## src/hw/sws_pkg.sv

```systemverilog
// package: constants, register map and carrier types of the subtract / word store unit
package sws_pkg;
  localparam int XLEN = 64;
  localparam int PADDR_W = 36;
  localparam int WB_AW = 8;
  localparam int NREG = 32;
  // register byte offsets
  localparam logic [7:0] ADR_CTRL = 8'h00;
  localparam logic [7:0] ADR_CMD = 8'h04;
  localparam logic [7:0] ADR_OFFSET = 8'h08;
  localparam logic [7:0] ADR_STATUS = 8'h0c;
  localparam logic [7:0] ADR_VADDR_LO = 8'h10;
  localparam logic [7:0] ADR_VADDR_HI = 8'h14;
  localparam logic [7:0] ADR_GPR_LO = 8'h18;
  localparam logic [7:0] ADR_GPR_HI = 8'h1c;
  localparam logic [7:0] ADR_GPR_ACC = 8'h20;
  // control register fields
  localparam int CTRL_MODE64 = 0;
  localparam int CTRL_CPU_BE = 1;
  localparam int CTRL_MEM_BE = 2;
  localparam int CTRL_REV = 3;
  localparam int CTRL_COPEN_LSB = 4;
  localparam logic [7:0] CTRL_RESET = 8'h01;
  // command register fields
  localparam int CMD_OP_LSB = 0;
  localparam int CMD_DST_LSB = 3;
  localparam int CMD_SRCA_LSB = 8;
  localparam int CMD_SRCB_LSB = 13;
  localparam int CMD_COP_LSB = 18;
  localparam int ACC_WR_BIT = 5;
  // status fields
  localparam int STAT_BUSY = 0;
  localparam int STAT_DONE = 1;
  localparam int STAT_EXC_LSB = 2;
  localparam logic [1:0] BYTE_CODE_WORD = 2'h3;
  localparam logic [1:0] COP_SYSTEM = 2'h0;
  localparam logic [1:0] COP_RESERVED = 2'h3;

  typedef enum logic [2:0] {OP_NONTRAPPING_SUBTRACT, OP_SUB, OP_SW, OP_SWC, OP_SWL} op_t;
  typedef enum logic [3:0] {
    EXC_NONE, EXC_OVF, EXC_ADDR, EXC_TLB_REFILL, EXC_TLB_INVALID, EXC_TLB_MOD,
    EXC_BUS, EXC_RESV, EXC_COP_UNUSABLE
  } exc_t;
  typedef enum logic [1:0] {XF_NONE, XF_REFILL, XF_INVALID, XF_MOD} xfault_t;

  typedef struct packed {
    logic valid;
    logic [XLEN-1:0] vaddr;
  } xlat_req_t;
  typedef struct packed {
    logic ack;
    xfault_t fault;
    logic [PADDR_W-1:0] paddr;
  } xlat_rsp_t;
  typedef struct packed {
    logic valid;
    logic [PADDR_W-1:0] paddr;
    logic [XLEN-1:0] data;
    logic [1:0] byte_code;
  } mem_req_t;
  typedef struct packed {
    logic ack;
    logic bus_err;
  } mem_rsp_t;
endpackage : sws_pkg

```

## src/hw/gpr_mem.sv

```systemverilog
// general register file storage with registered read data, entry zero reads as zero
`timescale 1ns/1ps
module gpr_mem #(
  parameter int WIDTH = 64,
  parameter int DEPTH = 32,
  parameter int AW = 5
) (
  input wire logic clk_i,
  input wire logic we_i,
  input wire logic [AW-1:0] waddr_i,
  input wire logic [WIDTH-1:0] wdata_i,
  input wire logic [AW-1:0] raddr_i,
  output logic [WIDTH-1:0] rdata_o
);
  logic [WIDTH-1:0] mem [DEPTH];

  initial begin
    if (DEPTH > (1 << AW)) $error("gpr_mem: depth exceeds address range");
  end

  // entry zero is never written, so no reset of the array is needed
  always_ff @(posedge clk_i) begin
    if (we_i && waddr_i != '0) begin
      mem[waddr_i] <= wdata_i;
    end
  end

  // read data registered; zero forced for entry zero
  always_ff @(posedge clk_i) begin
    rdata_o <= (raddr_i == '0) ? '0 : mem[raddr_i];
  end
endmodule : gpr_mem

```

## src/hw/sub_store_exec.sv

```systemverilog
// execution unit for non-trapping / trapping subtract and the word store group
// How it works
// - non-trapping subtract writes first source minus second source to destination
// - in 64-bit mode low 32 bits of difference are sign-extended
// - non-trapping subtract never raises integer overflow
// - trapping subtract overflows when carries out of 30 and 31 differ, no write
// - store address is base plus sign-extended 16-bit displacement
// - aligned word store writes second source word to the effective address
// - aligned word store raises address error when low two bits nonzero
// - coprocessor word store writes the word the coprocessor supplies
// - coprocessor word store to coprocessor zero is invalid
// - coprocessor word store raises address error when low two bits nonzero
// - coprocessor word store to coprocessor 3 is a reserved instruction
// - left partial store changes only the addressed word, one to four bytes
// - left partial store copies from register top byte down to memory low byte
// - left partial store never raises an alignment error
// - byte count code is low two address bits xor cpu big-endian flag
// - physical offset follows lane table; little-endian memory clears bits 1:0
// - lower or upper word lane chosen by address bit 2 xor cpu big-endian
//
// Decided for this implementation: the address map and register access over Wishbone.
`timescale 1ns/1ps
module sub_store_exec #(
  parameter int ADDR_W = sws_pkg::WB_AW
) (
  input wire logic clk_i,
  input wire logic rst_i,
  input wire logic wb_cyc_i,
  input wire logic wb_stb_i,
  input wire logic wb_we_i,
  input wire logic [ADDR_W-1:0] wb_adr_i,
  input wire logic [3:0] wb_sel_i,
  input wire logic [31:0] wb_dat_i,
  output logic [31:0] wb_dat_o,
  output logic wb_ack_o,
  output sws_pkg::xlat_req_t xlat_req_o,
  input wire sws_pkg::xlat_rsp_t xlat_rsp_i,
  output sws_pkg::mem_req_t mem_req_o,
  input wire sws_pkg::mem_rsp_t mem_rsp_i,
  output logic cop_req_o,
  output logic [1:0] cop_sel_o,
  input wire logic cop_ack_i,
  input wire logic [31:0] cop_data_i
);
  import sws_pkg::*;

  initial begin
    if (ADDR_W < 8) $error("sub_store_exec: address bus too narrow for the map");
  end

  typedef enum logic [3:0] {
    S_IDLE, S_RDA, S_RDB, S_RDC, S_EXEC, S_COP, S_XLAT, S_STORE, S_WB
  } state_t;

  state_t state_reg;
  logic [7:0] ctrl_reg;
  logic [19:0] cmd_reg;
  logic [15:0] offset_reg;
  logic [XLEN-1:0] opa_reg, opb_reg, vaddr_reg, result_reg, stage_reg;
  logic [31:0] word_reg;
  exc_t exc_reg;
  logic done_reg, rd_pend_reg;
  logic [4:0] acc_idx_reg;
  logic [XLEN-1:0] rdata;
  logic [4:0] raddr;
  logic gpr_we;
  logic [4:0] gpr_waddr;
  logic [XLEN-1:0] gpr_wdata;

  op_t op;
  logic [4:0] dst, srca, srcb;
  logic [1:0] cop;
  logic mode64, cpu_be, mem_be, rev;
  logic [3:0] cop_en;
  logic [XLEN-1:0] ea, diff;
  logic sub_ovf;
  logic [1:0] lane_byte;
  logic lane_upper;
  logic [2:0] phys_off;
  logic wb_req, wb_wr, sw_acc_wr;

  // keeps the low word and sign-extends it from bit 31
  function automatic logic [XLEN-1:0] sext32(input logic [XLEN-1:0] v);
    sext32 = {{32{v[31]}}, v[31:0]};
  endfunction : sext32

  // merges write data into a 32-bit word under the byte selects
  function automatic logic [31:0] merge(input logic [31:0] old, input logic [31:0] nw,
                                        input logic [3:0] sel);
    for (int i = 0; i < 4; i++) begin
      old[i*8 +: 8] = sel[i] ? nw[i*8 +: 8] : old[i*8 +: 8];
    end
    merge = old;
  endfunction : merge

  // command and control fields
  assign op = op_t'(cmd_reg[CMD_OP_LSB +: 3]);
  assign dst = cmd_reg[CMD_DST_LSB +: 5];
  assign srca = cmd_reg[CMD_SRCA_LSB +: 5];
  assign srcb = cmd_reg[CMD_SRCB_LSB +: 5];
  assign cop = cmd_reg[CMD_COP_LSB +: 2];
  assign mode64 = ctrl_reg[CTRL_MODE64];
  assign cpu_be = ctrl_reg[CTRL_CPU_BE];
  assign mem_be = ctrl_reg[CTRL_MEM_BE];
  assign rev = ctrl_reg[CTRL_REV];
  assign cop_en = ctrl_reg[CTRL_COPEN_LSB +: 4];

  // datapath arithmetic
  assign diff = opa_reg - opb_reg;
  assign ea = opa_reg + {{48{offset_reg[15]}}, offset_reg};
  // carry into bit 31 differing from carry out of bit 31 is two's complement overflow
  assign sub_ovf = (opa_reg[31] != opb_reg[31]) && (diff[31] != opa_reg[31]);

  // byte lane choice for the partial store, computed on the stored address
  assign lane_byte = vaddr_reg[1:0] ^ {2{cpu_be}};
  assign lane_upper = vaddr_reg[2] ^ cpu_be;
  // lane table: offset mirrors when cpu and memory order differ, then reverse order
  always_comb begin
    phys_off = xlat_rsp_i.paddr[2:0] ^ {3{rev}} ^ {3{cpu_be ^ mem_be}};
    if (!mem_be) begin
      phys_off[1:0] = 2'h0;
    end
  end

  // bus decode; read data launched on the request edge, writes land on the ack edge
  assign wb_req = wb_cyc_i && wb_stb_i && !wb_ack_o;
  assign wb_wr = wb_cyc_i && wb_stb_i && wb_we_i && wb_ack_o;
  assign sw_acc_wr = wb_wr && wb_adr_i[7:0] == ADR_GPR_ACC && state_reg == S_IDLE
                     && wb_sel_i[0];

  // register file read port: engine operands, otherwise software access
  always_comb begin
    case (state_reg)
      S_RDA: raddr = srca;
      S_RDB: raddr = srcb;
      // read port is registered, so a software read must present its index at once
      default: raddr = sw_acc_wr ? wb_dat_i[4:0] : acc_idx_reg;
    endcase
  end

  // single write port: engine result or software staging
  assign gpr_we = (state_reg == S_WB) || (sw_acc_wr && wb_dat_i[ACC_WR_BIT]);
  assign gpr_waddr = (state_reg == S_WB) ? dst : wb_dat_i[4:0];
  assign gpr_wdata = (state_reg == S_WB) ? result_reg : stage_reg;

  gpr_mem #(
    .WIDTH(XLEN),
    .DEPTH(NREG),
    .AW(5)
  ) u_gpr (
    .clk_i(clk_i),
    .we_i(gpr_we),
    .waddr_i(gpr_waddr),
    .wdata_i(gpr_wdata),
    .raddr_i(raddr),
    .rdata_o(rdata)
  );

  // bus acknowledge: one cycle after the strobe, dropped the cycle after
  always_ff @(posedge clk_i) begin
    if (rst_i) begin
      wb_ack_o <= 1'b0;
    end else begin
      wb_ack_o <= wb_req;
    end
  end

  // read data mux, unmapped offsets read zero
  always_ff @(posedge clk_i) begin
    if (rst_i) begin
      wb_dat_o <= 32'h0;
    end else if (wb_req) begin
      case (wb_adr_i[7:0])
        ADR_CTRL: wb_dat_o <= {24'h0, ctrl_reg};
        ADR_CMD: wb_dat_o <= {12'h0, cmd_reg};
        ADR_OFFSET: wb_dat_o <= {16'h0, offset_reg};
        ADR_STATUS: wb_dat_o <= {26'h0, exc_reg, done_reg, state_reg != S_IDLE};
        ADR_VADDR_LO: wb_dat_o <= vaddr_reg[31:0];
        ADR_VADDR_HI: wb_dat_o <= vaddr_reg[63:32];
        ADR_GPR_LO: wb_dat_o <= stage_reg[31:0];
        ADR_GPR_HI: wb_dat_o <= stage_reg[63:32];
        ADR_GPR_ACC: wb_dat_o <= {27'h0, acc_idx_reg};
        default: wb_dat_o <= 32'h0;
      endcase
    end
  end

  // software-writable control, displacement and command fields
  always_ff @(posedge clk_i) begin
    if (rst_i) begin
      ctrl_reg <= CTRL_RESET;
      offset_reg <= 16'h0;
      cmd_reg <= 20'h0;
    end else if (wb_wr && state_reg == S_IDLE) begin
      case (wb_adr_i[7:0])
        ADR_CTRL: ctrl_reg <= 8'(merge({24'h0, ctrl_reg}, wb_dat_i, wb_sel_i));
        ADR_OFFSET: offset_reg <= 16'(merge({16'h0, offset_reg}, wb_dat_i, wb_sel_i));
        ADR_CMD: cmd_reg <= 20'(merge({12'h0, cmd_reg}, wb_dat_i, wb_sel_i));
        default: ;
      endcase
    end
  end

  // staging words for register file access; a pending read overrides bus writes
  always_ff @(posedge clk_i) begin
    if (rst_i) begin
      stage_reg <= '0;
      acc_idx_reg <= 5'h0;
      rd_pend_reg <= 1'b0;
    end else begin
      rd_pend_reg <= sw_acc_wr && !wb_dat_i[ACC_WR_BIT];
      if (sw_acc_wr) begin
        acc_idx_reg <= wb_dat_i[4:0];
      end
      if (rd_pend_reg) begin
        stage_reg <= rdata;
      end else if (wb_wr && wb_adr_i[7:0] == ADR_GPR_LO) begin
        stage_reg[31:0] <= merge(stage_reg[31:0], wb_dat_i, wb_sel_i);
      end else if (wb_wr && wb_adr_i[7:0] == ADR_GPR_HI) begin
        stage_reg[63:32] <= merge(stage_reg[63:32], wb_dat_i, wb_sel_i);
      end
    end
  end

  // sequencer: operand fetch, execute, coprocessor, translate, store, write back
  always_ff @(posedge clk_i) begin
    if (rst_i) begin
      state_reg <= S_IDLE;
      opa_reg <= '0;
      opb_reg <= '0;
      vaddr_reg <= '0;
      result_reg <= '0;
      word_reg <= 32'h0;
      exc_reg <= EXC_NONE;
      done_reg <= 1'b0;
    end else begin
      case (state_reg)
        S_IDLE: begin
          // a command write starts the engine; done is cleared only by a new start
          if (wb_wr && wb_adr_i[7:0] == ADR_CMD) begin
            state_reg <= S_RDA;
            done_reg <= 1'b0;
            exc_reg <= EXC_NONE;
          end
        end
        S_RDA: state_reg <= S_RDB;
        S_RDB: begin
          opa_reg <= rdata;
          state_reg <= S_RDC;
        end
        S_RDC: begin
          opb_reg <= rdata;
          state_reg <= S_EXEC;
        end
        S_EXEC: begin
          vaddr_reg <= ea;
          word_reg <= opb_reg[31:0];
          state_reg <= S_IDLE;
          done_reg <= 1'b1;
          case (op)
            OP_NONTRAPPING_SUBTRACT: begin
              // no overflow check at all on this path
              result_reg <= mode64 ? sext32(diff) : {32'h0, diff[31:0]};
              state_reg <= S_WB;
              done_reg <= 1'b0;
            end
            OP_SUB: begin
              if (sub_ovf) begin
                exc_reg <= EXC_OVF;
              end else begin
                result_reg <= mode64 ? sext32(diff) : {32'h0, diff[31:0]};
                state_reg <= S_WB;
                done_reg <= 1'b0;
              end
            end
            OP_SW: begin
              if (ea[1:0] != 2'h0) begin
                exc_reg <= EXC_ADDR;
              end else begin
                state_reg <= S_XLAT;
                done_reg <= 1'b0;
              end
            end
            OP_SWC: begin
              // instruction validity outranks usability, usability outranks alignment
              if (cop == COP_SYSTEM || cop == COP_RESERVED) begin
                exc_reg <= EXC_RESV;
              end else if (!cop_en[cop]) begin
                exc_reg <= EXC_COP_UNUSABLE;
              end else if (ea[1:0] != 2'h0) begin
                exc_reg <= EXC_ADDR;
              end else begin
                state_reg <= S_COP;
                done_reg <= 1'b0;
              end
            end
            OP_SWL: begin
              state_reg <= S_XLAT;
              done_reg <= 1'b0;
            end
            default: exc_reg <= EXC_RESV;
          endcase
        end
        S_COP: begin
          if (cop_ack_i) begin
            word_reg <= cop_data_i;
            state_reg <= S_XLAT;
          end
        end
        S_XLAT: begin
          if (xlat_rsp_i.ack) begin
            case (xlat_rsp_i.fault)
              XF_REFILL: exc_reg <= EXC_TLB_REFILL;
              XF_INVALID: exc_reg <= EXC_TLB_INVALID;
              XF_MOD: exc_reg <= EXC_TLB_MOD;
              default: exc_reg <= EXC_NONE;
            endcase
            state_reg <= (xlat_rsp_i.fault == XF_NONE) ? S_STORE : S_IDLE;
            done_reg <= xlat_rsp_i.fault != XF_NONE;
          end
        end
        S_STORE: begin
          if (mem_rsp_i.ack) begin
            exc_reg <= mem_rsp_i.bus_err ? EXC_BUS : EXC_NONE;
            state_reg <= S_IDLE;
            done_reg <= 1'b1;
          end
        end
        S_WB: begin
          state_reg <= S_IDLE;
          done_reg <= 1'b1;
        end
        default: state_reg <= S_IDLE;
      endcase
    end
  end

  // translation request held from entry until the answer
  always_ff @(posedge clk_i) begin
    if (rst_i) begin
      xlat_req_o <= '0;
    end else begin
      xlat_req_o.valid <= (state_reg == S_XLAT) ? !xlat_rsp_i.ack :
                          (state_reg == S_EXEC && (op == OP_SW || op == OP_SWL) &&
                           !(op == OP_SW && ea[1:0] != 2'h0)) ||
                          (state_reg == S_COP && cop_ack_i);
      if (state_reg == S_EXEC) begin
        xlat_req_o.vaddr <= ea;
      end
    end
  end

  logic [1:0] st_code;
  logic [31:0] st_word;
  // top register byte lands on the addressed byte, lower bytes follow downward
  assign st_code = (op == OP_SWL) ? lane_byte : BYTE_CODE_WORD;
  assign st_word = word_reg >> {(BYTE_CODE_WORD - st_code), 3'h0};

  // store request: partial word shifted to the addressed lane, whole word otherwise
  always_ff @(posedge clk_i) begin
    if (rst_i) begin
      mem_req_o <= '0;
    end else if (state_reg == S_XLAT && xlat_rsp_i.ack && xlat_rsp_i.fault == XF_NONE) begin
      mem_req_o.valid <= 1'b1;
      mem_req_o.byte_code <= st_code;
      mem_req_o.paddr <= {xlat_rsp_i.paddr[PADDR_W-1:3], phys_off};
      mem_req_o.data <= lane_upper ? {st_word, 32'h0} : {32'h0, st_word};
    end else if (mem_rsp_i.ack) begin
      mem_req_o.valid <= 1'b0;
    end
  end

  // coprocessor word request held until the unit answers
  always_ff @(posedge clk_i) begin
    if (rst_i) begin
      cop_req_o <= 1'b0;
      cop_sel_o <= 2'h0;
    end else begin
      cop_req_o <= (state_reg == S_EXEC && op == OP_SWC && cop != COP_SYSTEM &&
                    cop != COP_RESERVED && cop_en[cop] && ea[1:0] == 2'h0) ||
                   (cop_req_o && !cop_ack_i);
      cop_sel_o <= cop;
    end
  end
endmodule : sub_store_exec

```

## config.mk

```make
export PLATFORM = sky130hd
export DESIGN_NAME = sub_store_exec
export DESIGN_NICKNAME = d
export VERILOG_FILES = /design/src/hw/sws_pkg.sv /design/src/hw/gpr_mem.sv /design/src/hw/sub_store_exec.sv
export SDC_FILE = /design/constraint.sdc
export NUM_CORES = 2
export LEC_CHECK = 0
export ABC_AREA = 1
export BUFFER_PORTS_ARGS = -buffer_cell sky130_fd_sc_hd__buf_2
export CAP_MARGIN = 25
export CORE_MARGIN = 4
export CORE_UTILIZATION = 50
export DETAILED_ROUTE_END_ITERATION = 10
export GPL_ROUTABILITY_DRIVEN = 1
export PLACE_DENSITY_LB_ADDON = 0.12
export SLEW_MARGIN = 30
export SYNTH_ARGS = -nofsm -noshare
export SYNTH_HDL_FRONTEND = slang
export SYNTH_HIERARCHICAL = 1
export SYNTH_SLANG_ARGS = --single-unit
```

## constraint.sdc

```tcl
create_clock -name clk_i -period 9.3 [get_ports clk_i]
set_input_delay 1.86 -clock clk_i [delete_from_list [all_inputs] [get_ports clk_i]]
set_output_delay 1.86 -clock clk_i [all_outputs]
set_load 0.03 [all_outputs]
```

# == After elaboration in Yosys (flattened, before gate mapping) ==
# Memory sizes are Yosys's and may differ from the RTL's. A register that Yosys moved wholly into a read port is not among the register bits.
# Cells that the tools add are included.
# word_totals
register_bits,519
mem_count,1
ram_bits,2048
# op_classes
bitwise,5
n_lt_le_gt_ge,1
mux,60
eq_ne,35
shifts,1
n_addsub,3
n_reduce_logical,80
# mem_list
name,words,word_bits,read_ports,rd_clocked_by_memory_dff,write_ports,line,source
u_gpr.mem,32,64,1,1,1,gpr_mem.sv:15,logic [WIDTH-1:0] mem [DEPTH];
# ops
operator,n
two-way mux 64 bit,5
one-hot mux 32 bit (9 select lines),1
two-way mux 32 bit,4
one-hot mux 64 bit (2 select lines),1
adder 64 bit,1
one-hot mux 32 bit (2 select lines),1
two-way mux 4 bit,12
AND reduction 3 bit,11
"== test 8 x 5 -> 1 bit, second input constant",4
two-way mux 8 bit,4
one-hot mux 4 bit (4 select lines),2
one-hot mux 4 bit (8 select lines),1
right shift 32 x 5 -> 32 bit,1
subtractor 32 bit,1
logical AND 1 bit,27
nonzero test 2 bit,12
one-hot mux 4 bit (5 select lines),1
two-way mux 3 bit,6
"== test 4 x 3 -> 1 bit, second input constant",4
"== test 8 x 4 -> 1 bit, second input constant",2
"inequality test 2 bit, second input constant",7
two-way mux 1 bit,13
two-way mux 5 bit,2
one-hot mux 5 bit (2 select lines),1
36 further kinds,61

# == Depth between registers and ports, before layout ==
# logic_depth
depth_word,11
ltp_mapped,25
depth_no_buf,20

# == By module ==
# The synthesis kept the hierarchy.
# by_module_without_submodules
mod,n_inst,cells_per_inst,area_per_inst_um2,seq_area_each_um2
gpr_mem,1,7761,85739.7,62780.2
sub_store_exec,1,4202,27321.2,9769.4

# == Worst setup path before layout ==
# No wires, ideal clock.
# synth_timing
path_type,input-to-reg
start,input port wb_adr_i[1]
end,"memory u_gpr.mem[31][0], enable pin"
required_time_ps,8814
t_arrival_ps,5926
path_buffers,1
path_slack_ps,2887
cell_stages,9
path_cell_list,or2_4 > nor3_2 > nand4_1 > nor2_1 > buf_4 > nand2_1 > nand2_1 > nand3_1 > nor2_1
# synth_between
elab_chain_len,9
# synth_rtl
element,line,source
"start, declared",sub_store_exec.sv:31,"input wire logic [ADDR_W-1:0] wb_adr_i,"
== test 8 x 6 -> 1 bit,sub_store_exec.sv:128,assign sw_acc_wr = wb_wr && wb_adr_i[7:0] == ADR_GPR_ACC && state_reg == S_IDLE
logical AND 1 bit (2 in a row),sub_store_exec.sv:128,
logical AND 1 bit,sub_store_exec.sv:129,&& wb_sel_i[0];
logical AND 1 bit,sub_store_exec.sv:142,assign gpr_we = (state_reg == S_WB) || (sw_acc_wr && wb_dat_i[ACC_WR_BIT]);
logical OR 1 bit,sub_store_exec.sv:142,
via gpr_we,sub_store_exec.sv:66,logic gpr_we;
logical AND 1 bit,gpr_mem.sv:23,if (we_i && waddr_i != '0) begin
two-way mux 1 bit,gpr_mem.sv:23,
two-way mux 1 bit (implied by the code),gpr_mem.sv:24,mem[waddr_i] <= wdata_i;
"end, declared",gpr_mem.sv:15,
# The timed path passes the listed nets, and every way through them passes these cells.

# == Final worst setup path ==
# layout_timing
start,input port wb_adr_i[1]
end,register u_gpr.rdata_o[46] (read register of u_gpr.mem)
# layout_between
elab_chain_len,7
# layout_rtl
element,line,source
== test 8 x 6 -> 1 bit *,sub_store_exec.sv:128,
logical AND 1 bit * (2 in a row),sub_store_exec.sv:128,
logical AND 1 bit *,sub_store_exec.sv:129,
two-way mux 5 bit *,--,
one-hot mux 5 bit (2 select lines) *,sub_store_exec.sv:133,case (state_reg)
via raddr[0],sub_store_exec.sv:65,logic [4:0] raddr;
logical NOT 5 bit,gpr_mem.sv:30,rdata_o <= (raddr_i == '0) ? '0 : mem[raddr_i];
"end, declared",gpr_mem.sv:13,output logic [WIDTH-1:0] rdata_o
# The timed path passes the listed nets; every way through them passes the cells marked *.
# A chain may end at the register's enable or synchronous reset.

==> results.sh <==
export IMPL_status="completed"
export IMPL_multi_input_area_sq_mm=0.0354
export IMPL_place_congestion=0.982
export IMPL_critical_path_max_fanout=121
export IMPL_synthMuxAreaShare_pct=0
export IMPL_antenna_found_initial=13
export IMPL_end_kind="register"
export IMPL_regMostFlops="u_gpr/mem"
export IMPL_cts_tree="done"
export IMPL_cts_sinks=2600
export IMPL_internal_power_mw=19.2
export IMPL_finClkSkew_ns=0.0705
export IMPL_num_fill_cells=19400
export IMPL_finalNetCount=12400
export IMPL_period_needed_ns=6.11
export IMPL_cts_resized=0
export IMPL_drtPass1Iterations=6
export IMPL_cts_buffers=293
export IMPL_ctsLongestPathBuffers=4
export IMPL_drt_initial_drc_count=10600
export IMPL_seqCellArea_sq_mm=0.0726
export IMPL_cap_violations=0
export IMPL_clock_root_buffer="clkbuf_16"
export IMPL_htree_levels=5
export IMPL_io_buffers=326
export IMPL_cp_arrival_ns=6.97
export IMPL_p_leak_nw=50.5
export IMPL_grt_pass1_wl_um=561000
export IMPL_final_util_pct=57.0
export IMPL_postCtsSetupRepairBufs=0
export IMPL_die_y_um=484
export IMPL_core_sq_mm=0.225
export IMPL_p_clk_share_pct=46.8
export IMPL_reg_top3="u_gpr/mem: 2048 flops, mem_req_o: 103 flops, xlat_req_o: 65 flops"
export IMPL_grt_max_degree=204
export IMPL_fin_crit_sh_pct=65.6
export IMPL_area_delta_synth_final_pct=13.3
export IMPL_cts_hold_fix_buffers=0
export IMPL_ir_drop_uv=167
export IMPL_place_area_sq_mm=0.119
export IMPL_via_count=87400
export IMPL_p_sw_mw=4.88
export IMPL_synthDistinctLibCells=56
export IMPL_rsz0062_at_grt="no"
export IMPL_clock_fmax_mhz=164
export IMPL_p_per_area_mw_per_mm2=188
export IMPL_vias_per_cell=5.67
export IMPL_report_final_slew_viol_count=0
export IMPL_slew_headroom_pct=25.7
export IMPL_stdcell_area_sq_mm=0.128
export IMPL_synth_most_common_cell="nand2_1"
export IMPL_synthFlopType="edfxtp_1"
export IMPL_seq_power_share_pct=51.6
export IMPL_largest_reg_flops=2048
export IMPL_place_hpwl_um=235000
export IMPL_grt_usage_pct=32.4
export IMPL_drtAntennaViolNets=0
export IMPL_io_pins=327
export IMPL_tns_ns=0
export IMPL_synthXorXnorAreaFrac_pct=0.535
export IMPL_clkLatencyLatePin_ns=0.95
export IMPL_swShare_pct=20.3
export IMPL_grt_overflow_total=0
export IMPL_p_comb_share_pct=1.7
export IMPL_dieArea_sq_mm=0.234
export IMPL_die_w_um=484
export IMPL_syn_area_sq_mm=0.113
export IMPL_netlist_instances=12000
export IMPL_drcViolationCount=0
export IMPL_hold_violations=0
export IMPL_synth_compound_area_share_pct=7.38
export IMPL_setup_violations=0
export IMPL_rows=174
export IMPL_drive_gt1_share_pct=8.74
export IMPL_async_flop_share_pct=0
export IMPL_yosysSeqAreaShare_pct=64.2
export IMPL_total_power_mw=24.0
export IMPL_grt_pass1_vias=80800
export IMPL_syn_avg_cell_area_sq_um=9.45
export IMPL_tightest_slew_ns=1.11
export IMPL_required_ns=10.16
export IMPL_synth_adder_area_share_pct=1.10
export IMPL_wl_per_cell_um=25.3
export IMPL_holdWs_ns=0.460
export IMPL_wirelength_um=390000
export IMPL_synth_top_area_share_pct=54.4
export IMPL_synth_simple_area_share_pct=21.4
export IMPL_synth_common_cells="nand2_1, edfxtp_1, nor2_1, inv_1, o21ai_0"
export IMPL_ys_ff_latch=2600
export IMPL_synthTopCellsByArea="edfxtp_1, nand2_1, dfxtp_1, nor2_1, o21ai_0"
export IMPL_start_util_pct=50.3
export IMPL_synth_edf_count=2048
export IMPL_critPathLaunchType="input port"
export IMPL_synth_top_family_by_area="simple AND/OR/NAND/NOR gates"
export IMPL_hold_class="reg -> reg"
export IMPL_synth_area_leader_cell="edfxtp_1"
export IMPL_path_class="in -> reg"
export IMPL_yosys_warnings=6
export IMPL_clk_pin_slew_ns=0.06
## cells in the final DEF (no fill, tap or decap), types with 26 or more instances in the layout
master,count
buf_2,325
nor2_4,39
o21ai_1,37
clkbuf_8,26
clkinv_1,49
nand4_1,28
nor2_1,1700
inv_1,869
clkbuf_16,300
clkbuf_1,67
buf_12,34
xor2_1,42
o22ai_1,43
nor3_1,29
o21ai_0,798
a21oi_1,451
conb_1,64
a31oi_1,105
buf_4,123
edfxtp_1,2048
nand2_1,3444
clkinv_2,38
dfxtp_1,550
ha_1,96
xnor2_1,27
nand3_1,779
## through the flow
stage,setup slack [ns],std cells
after floorplan,2.89,12000
after global placement,2.65,14900
after detailed placement,2.47,14900
after CTS,3.45,15400
after global routing,2.98,15400
final,3.19,15400
## final cells by class
type                            count  share of cell area, %
Multi-Input combinational cell   7899                   27.6
Clock buffer                      392                   6.32
Inverter                          904                   2.67
Antenna cell                        4                0.00781
Tap cell                         2992                   2.92
Timing Repair Buffer              506                   2.94
Clock inverter                    115                  0.873
Sequential cell                  2600                   56.6
## metal layers
layer / GRT usage, % / wire length [um]
met1: 45.5 / 160000
met2: 50.4 / 175000
met3: 6.05 / 38600
met4: 12.0 / 16600
met5: 0 / 46
## critical path, stage by stage
cell and delay (ns):
buf_2 0.10, or2_4 0.27, nor3_2 0.20, nand4_1 0.42, nor2_1 0.62, a21oi_1 0.25, o311ai_4 0.54, buf_12 0.60
buf_4 0.65, buf_4 0.52, nor2_1 0.12, nor2_1 0.12, o21ai_0 0.11, nand2_1 0.09, nor2_1 0.04, nor2_1 0.13
nor2_1 0.06, nor2_1 0.11
## power by group through the flow
stage / logic (mW) / clock network [mW] / registers [mW]
5_1_grt: 0.436 / 11.9 / 12.4
3_5_place_dp: 0.390 / 0 / 12.6
3_3_place_gp: 0.390 / 0 / 12.6
4_1_cts: 0.392 / 11.4 / 12.4
2_1_floorplan: 0.245 / 0 / 12.6
6_report: 0.402 / 11.2 / 12.4
## path summary, 6_finish.rpt
check	from	endpoint	slack, ns	cells past startpoint
max	wb_adr_i[1]	u_gpr/rdata_o[46]$_SDFF_PN0_	3.19	18
max reg2reg	state_reg[0]$_SDFFE_PP0P_	u_gpr/rdata_o[46]$_SDFF_PN0_	4.07	20
min	mem_req_o[28]$_SDFFE_PP0P_	mem_req_o[28]$_SDFFE_PP0P_	0.46	2
min reg2reg	mem_req_o[28]$_SDFFE_PP0P_	mem_req_o[28]$_SDFFE_PP0P_	0.46	2
## kinds of logic (layout without fill, tap and decap cells)
logic type                 after synthesis  in the layout
AOI/OAI and AO/OA                     1575           1575
xor gates and xnor gates                69             69
adders and majority gates               98             98
buffers and inverters                 1527           1917
DFF                                   2600           2600
other                                    1             68
and+or+nand+nor                       6093           6093
No activity file was read; power rests on OpenSTA's default activity.
